===== config.mk =====
export PLATFORM = sky130hd
export DESIGN_NAME = obc_loader
export DESIGN_NICKNAME = d
export VERILOG_FILES = /design/src/obc_pkg.sv /design/src/obc_loader.sv
export VERILOG_INCLUDE_DIRS = /design/src /design/src/src
export SDC_FILE = /design/constraint.sdc
export NUM_CORES = 1
export LEC_CHECK = 0
export BUFFER_PORTS_ARGS = -buffer_cell sky130_fd_sc_hd__buf_2
export CORE_MARGIN = 2
export CORE_UTILIZATION = 44
export DETAILED_ROUTE_END_ITERATION = 10
export PLACE_DENSITY = 0.72
export RECOVER_POWER = 25
export SLEW_MARGIN = 20
export SYNTH_ARGS = -nofsm -noshare
export SYNTH_HDL_FRONTEND = slang
export SYNTH_SLANG_ARGS = --single-unit

===== constraint.sdc =====
create_clock -name core_clk_i -period 2.2 [get_ports core_clk_i]
set_clock_uncertainty 0.15 [all_clocks]
set_input_delay 0.33 -clock core_clk_i [delete_from_list [all_inputs] [get_ports core_clk_i]]
set_output_delay 0.33 -clock core_clk_i [all_outputs]
set_load 0.01 [all_outputs]

===== src/obc_params.svh =====
// Purpose: Offsets, field positions and reset values of the option loader.
// Assumes: Included by bare name from the design module only.
// Notes:   Definitions only.
`ifndef OBC_PARAMS_SVH
`define OBC_PARAMS_SVH

// ----------------------------------------------------------------------
// Register byte offsets
// ----------------------------------------------------------------------
`define OBC_OFS_STATUS   32'h0000_0000
`define OBC_OFS_CONTROL  32'h0000_0004

// ----------------------------------------------------------------------
// Option byte field positions
// ----------------------------------------------------------------------
`define OBC_OB_SRC_LSB   0
`define OBC_OB_SRC_MSB   1
`define OBC_OB_NOSTOP    2
`define OBC_OB_WAIT_LSB  3
`define OBC_OB_WAIT_MSB  4

// ----------------------------------------------------------------------
// Reset values and AXI responses
// ----------------------------------------------------------------------
`define OBC_OB_RESET     8'h00
`define OBC_CTRL_RESET   2'h0
`define OBC_RESP_OKAY    2'h0
`define OBC_RESP_SLVERR  2'h2

`endif


===== src/obc_pkg.sv =====
// Purpose: Types of the option byte reset configuration block.
// Assumes: obc_params.svh holds the numeric constants.
// Notes:   Nothing here is imported; users write obc_pkg::name.
package obc_pkg;

   // Loader sequence states.
   typedef enum logic [1:0] {
      OBC_HOLD  = 2'b00,
      OBC_FETCH = 2'b01,
      OBC_WAIT  = 2'b10,
      OBC_RUN   = 2'b11
   } obc_state_t;

   // System clock source codes held in the option byte.
   typedef enum logic [1:0] {
      OBC_SRC_HSINT = 2'b00,
      OBC_SRC_XTAL  = 2'b01,
      OBC_SRC_EXT   = 2'b10,
      OBC_SRC_RSVD  = 2'b11
   } obc_src_t;

   // Watchdog count clock selections.
   typedef enum logic [1:0] {
      OBC_WDT_LSOSC = 2'b00,
      OBC_WDT_SYS   = 2'b01,
      OBC_WDT_DIV   = 2'b10,
      OBC_WDT_OFF   = 2'b11
   } obc_wdt_t;

endpackage : obc_pkg


===== src/obc_loader.sv =====
// Purpose: Reads the option byte after reset release and applies it.
// Assumes: All inputs synchronous to core_clk_i; option storage answers
//          a request with a one-cycle acknowledge carrying the byte.
// Notes:   Registers reached over AXI4-Lite.
// Behaviour
// RULE_01 - Stabilization wait applies only when crystal oscillator is chosen.
// RULE_02 - Internal or external clock source starts without stabilization wait.
// RULE_03 - Option byte is fetched only after reset condition has ended.
// RULE_04 - External reset low before the byte is read keeps device reset.
// RULE_05 - Crystal source gives both oscillator pins to clock, ports disabled.
// RULE_06 - External clock uses first oscillator pin, its port disabled.
// RULE_07 - Internal oscillator source frees both oscillator pins as ports.
// RULE_08 - Non-stoppable low-speed oscillator forces watchdog clock to it.
// RULE_09 - Decoded settings latch once per reset release, held until reset.
//
// Chosen here: the placing of the registers and the AXI4-Lite register port.
`include "obc_params.svh"
`timescale 1ns/100ps
`default_nettype none

module obc_loader #(
   parameter int unsigned WAIT0_CYC = 1024,
   parameter int unsigned WAIT1_CYC = 4096,
   parameter int unsigned WAIT2_CYC = 16384,
   parameter int unsigned WAIT3_CYC = 65536
) (
   input  wire logic        core_clk_i,
   input  wire logic        rst_n_i,
   input  wire logic        ext_reset_n_i,
   output var  logic        ob_req_o,
   input  wire logic        ob_ack_i,
   input  wire logic [7:0]  ob_data_i,
   output var  logic        cpu_reset_n_o,
   output var  logic        osc_pin_in_clk_en_o,
   output var  logic        osc_pin_out_clk_en_o,
   output var  logic        port_pin_first_osc_en_o,
   output var  logic        port_pin_second_osc_en_o,
   output var  logic [1:0]  watchdog_timer_clk_sel_o,
   input  wire logic [31:0] s_axi_awaddr,
   input  wire logic        s_axi_awvalid,
   output var  logic        s_axi_awready,
   input  wire logic [31:0] s_axi_wdata,
   input  wire logic [3:0]  s_axi_wstrb,
   input  wire logic        s_axi_wvalid,
   output var  logic        s_axi_wready,
   output var  logic [1:0]  s_axi_bresp,
   output var  logic        s_axi_bvalid,
   input  wire logic        s_axi_bready,
   input  wire logic [31:0] s_axi_araddr,
   input  wire logic        s_axi_arvalid,
   output var  logic        s_axi_arready,
   output var  logic [31:0] s_axi_rdata,
   output var  logic [1:0]  s_axi_rresp,
   output var  logic        s_axi_rvalid,
   input  wire logic        s_axi_rready
);

   // Maps the option wait field to a cycle count.
   function automatic logic [16:0] wait_cycles(input logic [1:0] sel);
      case (sel)
         2'h0:    wait_cycles = 17'(WAIT0_CYC - 1);
         2'h1:    wait_cycles = 17'(WAIT1_CYC - 1);
         2'h2:    wait_cycles = 17'(WAIT2_CYC - 1);
         default: wait_cycles = 17'(WAIT3_CYC - 1);
      endcase
   endfunction : wait_cycles

   // -------------------------------------------------------------------
   // Loader sequence
   // -------------------------------------------------------------------
   obc_pkg::obc_state_t state_reg;
   obc_pkg::obc_state_t state_next;
   logic [7:0]          ob_reg;
   logic [7:0]          ob_next;
   logic [16:0]         cnt_reg;
   logic [16:0]         cnt_next;
   logic                take_ob;
   obc_pkg::obc_src_t   new_src;

   // A byte that meets a low reset pin is dropped and fetched again.
   assign take_ob = (state_reg == obc_pkg::OBC_FETCH) && ob_ack_i
                    && ext_reset_n_i;
   assign new_src = obc_pkg::obc_src_t'(
                       ob_data_i[`OBC_OB_SRC_MSB:`OBC_OB_SRC_LSB]);
   // The byte is captured only at the fetch of each release. [RULE_09]
   assign ob_next = take_ob ? ob_data_i : ob_reg;

   // Next state; a low reset pin always falls back to hold. [RULE_04]
   always_comb
   begin
      state_next = state_reg;
      cnt_next   = cnt_reg;
      case (state_reg)
         obc_pkg::OBC_HOLD:
            if (ext_reset_n_i)
            begin
               state_next = obc_pkg::OBC_FETCH; // [RULE_03]
            end
         obc_pkg::OBC_FETCH:
            if (ob_ack_i && new_src == obc_pkg::OBC_SRC_XTAL)
            begin
               state_next = obc_pkg::OBC_WAIT; // [RULE_01]
               cnt_next   = wait_cycles(
                  ob_data_i[`OBC_OB_WAIT_MSB:`OBC_OB_WAIT_LSB]);
            end
            else if (ob_ack_i)
            begin
               state_next = obc_pkg::OBC_RUN; // [RULE_02]
            end
         obc_pkg::OBC_WAIT:
            if (cnt_reg == 17'h0_0000)
            begin
               state_next = obc_pkg::OBC_RUN;
            end
            else
            begin
               cnt_next = cnt_reg - 17'h0_0001;
            end
         default:
            state_next = obc_pkg::OBC_RUN;
      endcase
      if (!ext_reset_n_i)
      begin
         state_next = obc_pkg::OBC_HOLD; // [RULE_04]
      end
   end

   // Pin functions and watchdog clock decoded from the next byte.
   obc_pkg::obc_src_t src_next;
   logic              nostop_next;
   logic [1:0]        ctrl_reg;
   logic [1:0]        wdt_next;
   assign src_next    = obc_pkg::obc_src_t'(
                           ob_next[`OBC_OB_SRC_MSB:`OBC_OB_SRC_LSB]);
   assign nostop_next = ob_next[`OBC_OB_NOSTOP];
   // Non-stoppable oscillator overrides software choice. [RULE_08]
   assign wdt_next    = nostop_next ? obc_pkg::OBC_WDT_LSOSC : ctrl_reg;

   // Sequence registers.
   always_ff @(posedge core_clk_i or negedge rst_n_i)
   begin
      if (!rst_n_i)
      begin
         state_reg     <= obc_pkg::OBC_HOLD;
         ob_reg        <= `OBC_OB_RESET;
         cnt_reg       <= 17'h0_0000;
         cpu_reset_n_o <= 1'b0;
         ob_req_o      <= 1'b0;
      end
      else
      begin
         state_reg     <= state_next;
         ob_reg        <= ob_next; // [RULE_09]
         cnt_reg       <= cnt_next;
         cpu_reset_n_o <= (state_next == obc_pkg::OBC_RUN); // [RULE_04]
         ob_req_o      <= (state_next == obc_pkg::OBC_FETCH); // [RULE_03]
      end
   end

   // Pin function outputs track the latched byte in the same edge.
   always_ff @(posedge core_clk_i or negedge rst_n_i)
   begin
      if (!rst_n_i)
      begin
         osc_pin_in_clk_en_o      <= 1'b0;
         osc_pin_out_clk_en_o     <= 1'b0;
         port_pin_first_osc_en_o  <= 1'b1;
         port_pin_second_osc_en_o <= 1'b1;
         watchdog_timer_clk_sel_o <= obc_pkg::OBC_WDT_LSOSC;
      end
      else
      begin
         // Crystal takes both pins, external clock the first. [RULE_05]
         // External clock takes only the first pin. [RULE_06]
         // Internal oscillator leaves both pins to the ports. [RULE_07]
         osc_pin_in_clk_en_o      <= (src_next == obc_pkg::OBC_SRC_XTAL)
                                     || (src_next == obc_pkg::OBC_SRC_EXT);
         osc_pin_out_clk_en_o     <= (src_next == obc_pkg::OBC_SRC_XTAL);
         port_pin_first_osc_en_o  <= (src_next != obc_pkg::OBC_SRC_XTAL)
                                  && (src_next != obc_pkg::OBC_SRC_EXT);
         port_pin_second_osc_en_o <= (src_next != obc_pkg::OBC_SRC_XTAL);
         watchdog_timer_clk_sel_o <= wdt_next; // [RULE_08]
      end
   end

   // -------------------------------------------------------------------
   // AXI4-Lite slave
   // -------------------------------------------------------------------
   logic        aw_have;
   logic        w_have;
   logic [31:0] aw_addr;
   logic [31:0] w_data;
   logic [3:0]  w_strb;
   logic        do_write;
   logic        wr_hit;
   logic        rd_ctrl;
   logic        rd_stat;
   logic [31:0] rd_data;

   assign do_write = aw_have && w_have && !s_axi_bvalid;
   assign wr_hit   = (aw_addr == `OBC_OFS_CONTROL)
                     || (aw_addr == `OBC_OFS_STATUS);
   assign rd_stat  = (s_axi_araddr == `OBC_OFS_STATUS);
   assign rd_ctrl  = (s_axi_araddr == `OBC_OFS_CONTROL);
   // Status shows state, latched byte and the running watchdog clock.
   assign rd_data  = rd_stat ? {20'h0_0000, watchdog_timer_clk_sel_o,
                                state_reg, ob_reg}
                   : rd_ctrl ? {30'h0000_0000, ctrl_reg}
                   : 32'h0000_0000;

   // Write channel: address and data taken in either order.
   always_ff @(posedge core_clk_i or negedge rst_n_i)
   begin
      if (!rst_n_i)
      begin
         aw_have       <= 1'b0;
         w_have        <= 1'b0;
         aw_addr       <= 32'h0000_0000;
         w_data        <= 32'h0000_0000;
         w_strb        <= 4'h0;
         s_axi_awready <= 1'b1;
         s_axi_wready  <= 1'b1;
         s_axi_bvalid  <= 1'b0;
         s_axi_bresp   <= `OBC_RESP_OKAY;
         ctrl_reg      <= `OBC_CTRL_RESET;
      end
      else
      begin
         if (s_axi_awvalid && s_axi_awready)
         begin
            aw_have       <= 1'b1;
            aw_addr       <= s_axi_awaddr;
            s_axi_awready <= 1'b0;
         end
         if (s_axi_wvalid && s_axi_wready)
         begin
            w_have       <= 1'b1;
            w_data       <= s_axi_wdata;
            w_strb       <= s_axi_wstrb;
            s_axi_wready <= 1'b0;
         end
         if (do_write)
         begin
            aw_have      <= 1'b0;
            w_have       <= 1'b0;
            s_axi_bvalid <= 1'b1;
            s_axi_bresp  <= wr_hit ? `OBC_RESP_OKAY : `OBC_RESP_SLVERR;
            if (aw_addr == `OBC_OFS_CONTROL && w_strb[0])
            begin
               ctrl_reg <= w_data[1:0];
            end
         end
         if (s_axi_bvalid && s_axi_bready)
         begin
            s_axi_bvalid  <= 1'b0;
            s_axi_awready <= 1'b1;
            s_axi_wready  <= 1'b1;
         end
      end
   end

   // Read channel: one cycle from address to data.
   always_ff @(posedge core_clk_i or negedge rst_n_i)
   begin
      if (!rst_n_i)
      begin
         s_axi_arready <= 1'b1;
         s_axi_rvalid  <= 1'b0;
         s_axi_rdata   <= 32'h0000_0000;
         s_axi_rresp   <= `OBC_RESP_OKAY;
      end
      else if (s_axi_arvalid && s_axi_arready)
      begin
         s_axi_arready <= 1'b0;
         s_axi_rvalid  <= 1'b1;
         s_axi_rdata   <= rd_data;
         s_axi_rresp   <= (rd_stat || rd_ctrl) ? `OBC_RESP_OKAY
                                               : `OBC_RESP_SLVERR;
      end
      else if (s_axi_rvalid && s_axi_rready)
      begin
         s_axi_arready <= 1'b1;
         s_axi_rvalid  <= 1'b0;
      end
   end
endmodule : obc_loader
`default_nettype wire


==> results of run 1 <==
## path summary, 6_finish.rpt
| check | startpoint | endpoint | slack [ps] | cells past startpoint |
|---|---|---|---|---|
| worst max-delay path | cnt_reg[1]$_DFFE_PN0P_ | cnt_reg[14]$_DFFE_PN0P_ | 90 | 7 |
| worst min-delay path | s_axi_rready | s_axi_rvalid$_DFFE_PN0P_ | 20 | 2 |
| worst max register to register | cnt_reg[1]$_DFFE_PN0P_ | cnt_reg[14]$_DFFE_PN0P_ | 90 | 7 |
| worst min register to register | s_axi_rdata[6]$_DFFE_PN0P_ | s_axi_rdata[6]$_DFFE_PN0P_ | 340 | 2 |
| max in group asynchronous | rst_n_i | ob_reg[7]$_DFFE_PN0P_ | 360 | 3 |
| min in group asynchronous | rst_n_i | aw_addr[21]$_DFFE_PN0P_ | 500 | 2 |
## report_power, final
part | switching [mW] | internal, mW | total, mW
Sequential | 0.330 | 2.31 | 2.64
Clock | 0.641 | 0.553 | 1.19
Combinational | 0.712 | 0.762 | 1.47
## cells in the mapped netlist (all sizes together), types with 2 or more instances
library cell	count	area, um2
and4	2	20.0
nor2	16	60.1
clkbuf	5	18.8
nand2b	7	43.8
o31a	2	17.5
a22o	2	17.5
dfstp	5	131
or3	4	30.0
nand4	5	31.3
and3	5	31.3
o22ai	5	31.3
nor4	17	121
and2	5	31.3
nand3	7	35.0
o21ai	27	135
o31ai	3	22.5
mux2	44	499
o21a	2	15.0
a31oi	2	12.5
o41ai	2	17.5
nand2	42	160
dfrtp	88	2200
mux2i	5	50.1
o211ai	2	15.0
buf	26	180
nor3	15	85.1
ha	7	87.6
a21oi	6	30.0
inv	17	63.8
## worst register-to-register path, stage by stage, from the launching register on
cell and delay, ps:
dfrtp_1 410, inv_1 100, ha_1 170, nand2_1 50, or4_4 450, o31a_1 320
buf_4 160, a32o_1 200
## area by class of cell
cell class	instances	area, um2
Timing Repair Buffer	133	734
Multi-Input combinational cell	267	1800
Inverter	17	63.8
Sequential cell	93	2330
Fill cell	860	4330
Tap cell	133	166
Clock inverter	7	90.1
Clock buffer	9	124
## through the flow
stage	setup TNS, ps	hold slack, ps
after global routing	-0.270	23.2
after detailed placement	0	199
after global placement	0	190
after floorplan	0	-116
final	0	21.7
after CTS	0	9.21
## metal layers
| layer | up-vias | share of wire [%] | global-route usage, % |
|---|---|---|---|
| met1 | 1550 | 44 | 22.9 |
| met3 | 15 | 6.3 | 5.83 |
| met2 | 84 | 49 | 28.9 |
| li1 | 1607 | - | - |
| met5 | - | 0 | 0 |
| met4 | 0 | 1.2 | 4.45 |
## cell families after synthesis
family	count (synthesis)	synth area share, %
AND/OR/NAND/NOR	130	16.2
flip-flops	93	54.2
AO/OA/AOI/OAI	59	8.61
multiplexers	49	12.8
buffers and inverters	48	6.11
adder cells (fa/ha/maj)	7	2.04
other	1	0.0872
## repair_timing
| item | 4_1_cts | 5_1_grt |
|---|---|---|
| hold buffers | 5 | 0 |
| setup buffers | 0 | 1 |
| endpoints found under the setup margin | 0 | 9 |
| gates resized for setup | 0 | 3 |
| hold endpoints to repair | 38 | 0 |
==> impl_metrics.json, run 1 <==
{
  "die_w_um": 103,
  "ys_types": 49,
  "fin_util_pct": 55.1,
  "wirelength_um": 8980,
  "cp-end-kind": "flip-flop",
  "critPathArrivalTime_ps": 2210,
  "grt_pass1_wl_um": 14700,
  "ys_seq_area_share_pct": 54.2,
  "grt_pass1_vias": 3224,
  "via_count": 3256,
  "n_antenna_cell": 0,
  "clk_pin_slew_ps": 100,
  "hp-class": "input pin to flip-flop",
  "htreeDepth": 3,
  "syn-cell-area_mm2": 0.00430,
  "p_leak_nw": 2.50,
  "gr-total-overflow": 0,
  "dp_slack_ps": 22.8,
  "critPathRequiredTime_ps": 2310,
  "dp_cells": 637,
  "hold_viol": 0,
  "place_congestion": 0.856,
  "largest_reg_flops": 32,
  "syn_avg_cell_area_um2": 11.1,
  "antenna_found_initial": 0,
  "cts-buffers-inserted": 9,
  "area_growth_pct": 23.4,
  "async_reset_ff_share_pct": 100,
  "timing_worst_setup_path_type": "flip-flop to flip-flop",
  "final_common_cell": "buf_2",
  "timing.final.crit_share_pct": 95.9,
  "final_cells": 659,
  "worst-path-buf-inv": 2,
  "start_kind": "flip-flop",
  "drt_pass1_iterations": 4,
  "start_util_pct": 44.6,
  "ys.warnings.count": 0,
  "row_count": 36,
  "cp_top_family": "compound AO/OA/AOI/OAI gates",
  "cp_cell_sequence": "inv_1, ha_1, nand2_1, or4_4, o31a_1, buf_4, a32o_1",
  "fp.dieH_um": 103,
  "critPathSlowestCell": "or4_4",
  "synth_edf_count": 0,
  "slew-limit-headroom_pct": 35.2,
  "pin_count": 166,
  "hpwl_um": 6850,
  "ys_ff_latch": 93,
  "crit_fanout": 4,
  "p_per_area_mw_per_mm2": 1000,
  "drv_slew": 0,
  "vdd_drop_max_mv": 0.631,
  "grt_max_degree": 42,
  "numPortBuffers": 110,
  "finalNetCount": 645,
  "coreArea_mm2": 0.00964,
  "placed_cell_area_mm2": 0.00504,
  "drive_gt1_share_pct": 38.4,
  "cts_tree": "yes",
  "via_per_inst": 4.94,
  "period_needed_ps": 2110,
  "ant_nets": 0,
  "fmax_mhz": 474,
  "cts_root_buf": "clkbuf_8",
  "max-cap-violations": 0,
  "cts.sinks": 93,
  "total_power_mw": 5.31,
  "mostFrequentLayoutCells": "buf_2, dfrtp_1, mux2_2",
  "drt_iter0_drc": 115,
  "outcome": "finished, final reports clean",
  "drc_errors": 0,
  "worst_pin_slew_ps": 972,
  "clock_path_buffers": 2,
  "synth_cells": 387,
  "synthFlopType": "dfrtp_1",
  "fin_ws_ps": 91.2,
  "wire_per_inst_um": 13.6,
  "slowest_delay_ps": 450,
  "final-setup-viol-count": 0,
  "track_usage_pct": 17.7,
  "die-area_mm2": 0.0106,
  "fin_area_mm2": 0.00531,
  "clk_latency_ps": 360
}
Power figures use the tool's default switching activity.
==> run 2: changes to the inputs <==
CORE_MARGIN = not set   (was 2)
==> impl_metrics.json, run 2 (synthesized netlist as in run 1, its figures left out) <==
{
  "via_count": 3251,
  "dp_slack_ps": 55.8,
  "ant_nets": 0,
  "drc_errors": 0,
  "area_growth_pct": 22.2,
  "fin_ws_ps": 84.6,
  "numPortBuffers": 110,
  "drt_pass1_iterations": 4,
  "slowest_delay_ps": 450,
  "mostFrequentLayoutCells": "buf_2, dfrtp_1, mux2_2",
  "final_common_cell": "buf_2",
  "outcome": "finished, final reports clean",
  "die_w_um": 101,
  "clk_pin_slew_ps": 90,
  "vdd_drop_max_mv": 0.608,
  "cts_root_buf": "clkbuf_8",
  "drv_slew": 0,
  "drive_gt1_share_pct": 38.4,
  "via_per_inst": 5.00,
  "final-setup-viol-count": 0,
  "track_usage_pct": 18.6,
  "hold_viol": 0,
  "cts-buffers-inserted": 9,
  "coreArea_mm2": 0.00937,
  "cts.sinks": 93,
  "fmax_mhz": 473,
  "crit_fanout": 7,
  "period_needed_ps": 2120,
  "fp.dieH_um": 101,
  "start_kind": "flip-flop",
  "rsz0062_at_grt": "false",
  "cp-end-kind": "flip-flop",
  "grt_pass1_wl_um": 14800,
  "hp-class": "input pin to flip-flop",
  "p_per_area_mw_per_mm2": 990,
  "n_antenna_cell": 0,
  "gr-total-overflow": 0,
  "die-area_mm2": 0.0102,
  "finalSetupTns_ps": 0,
  "drt_iter0_drc": 128,
  "slew-limit-headroom_pct": 54.7,
  "critPathRequiredTime_ps": 2300,
  "cp_cell_sequence": "inv_1, ha_1, nand2_1, or4_4, o31a_1, mux2_4",
  "critPathSlowestCell": "or4_4",
  "grt_pass1_vias": 3199,
  "grt_max_degree": 47,
  "cp_top_family": "simple AND/OR/NAND/NOR gates",
  "finalNetCount": 640,
  "wirelength_um": 8820,
  "htreeDepth": 3,
  "antenna_found_initial": 0,
  "worst_pin_slew_ps": 680,
  "p_leak_nw": 2.46,
  "clk_latency_ps": 360,
  "wire_per_inst_um": 13.6,
  "start_util_pct": 45.9,
  "critPathArrivalTime_ps": 2210,
  "cts_tree": "yes",
  "cts_setup_buffers": 0,
  "timing_worst_setup_path_type": "flip-flop to flip-flop",
  "place_congestion": 0.850,
  "max-cap-violations": 0,
  "timing.final.crit_share_pct": 96.2,
  "hpwl_um": 6720,
  "pin_count": 166,
  "largest_reg_flops": 32,
  "row_count": 35,
  "clock_path_buffers": 2,
  "worst-path-buf-inv": 1
}
run 2: cell count changes in the layout (fill, tap and decap cells not counted), sizes merged:
cell,change
clkbuf,+2
clkinvlp,+2
dlygate4sd3,-1
clkinv,-1
inv,-3
buf,-4
run 2: final cells by class:
cell class	count	area, um2
Inverter	17	63.8
Clock inverter	5	58.8
Multi-Input combinational cell	267	1810
Sequential cell	93	2330
Fill cell	852	4110
Tap cell	129	161
Clock buffer	11	141
Timing Repair Buffer	128	694
run 2: metal layers:
layer / up-vias / track usage, % / wire, um
met5: - / 0 / 0
met4: 0 / 4.46 / 62
met3: 6 / 6.17 / 491
met2: 87 / 30.6 / 4320
met1: 1566 / 23.8 / 3940
li1: 1592 / - / -
run 2: final timing paths:
| kind | slack (ps) | depth (start not counted) | from | to |
|---|---|---|---|---|
| min in group asynchronous | 380 | 2 | rst_n_i | aw_addr[22]$_DFFE_PN0P_ |
| worst min register to register | 330 | 2 | s_axi_rdata[0]$_DFFE_PN0P_ | s_axi_rdata[0]$_DFFE_PN0P_ |
| worst min-delay path | 30 | 2 | s_axi_bready | s_axi_bvalid$_DFFE_PN0P_ |
| max in group asynchronous | 390 | 3 | rst_n_i | ob_reg[2]$_DFF_PN0_ |
| worst max-delay path | 80 | 6 | state_reg[0]$_DFF_PN0_ | cnt_reg[0]$_DFFE_PN0P_ |
| worst max register to register | 80 | 6 | state_reg[0]$_DFF_PN0_ | cnt_reg[0]$_DFFE_PN0P_ |
run 2: repair_timing:
action	CTS	global route
endpoints found under the hold margin	29	0
resized for setup	0	6
hold buffers	4	0
setup endpoints to repair	0	7
run 2: power by group:
group	switching, mW	internal [mW]
Sequential	0.349	2.31
Clock	0.573	0.559
Combinational	0.682	0.733
Total	1.60	3.60
run 2: stage by stage:
step	area, um2	power (mW)	instances	utilization, %	hold WS [ps]
after floorplan	4380	3.60	408	-	-116
final	5260	5.21	650	56.1	25.8
after global routing	5260	5.58	650	56.1	3.07
after CTS	5260	5.27	650	56.1	2.06
after global placement	5010	4.02	630	53.5	125
after detailed placement	5010	4.12	630	53.5	128
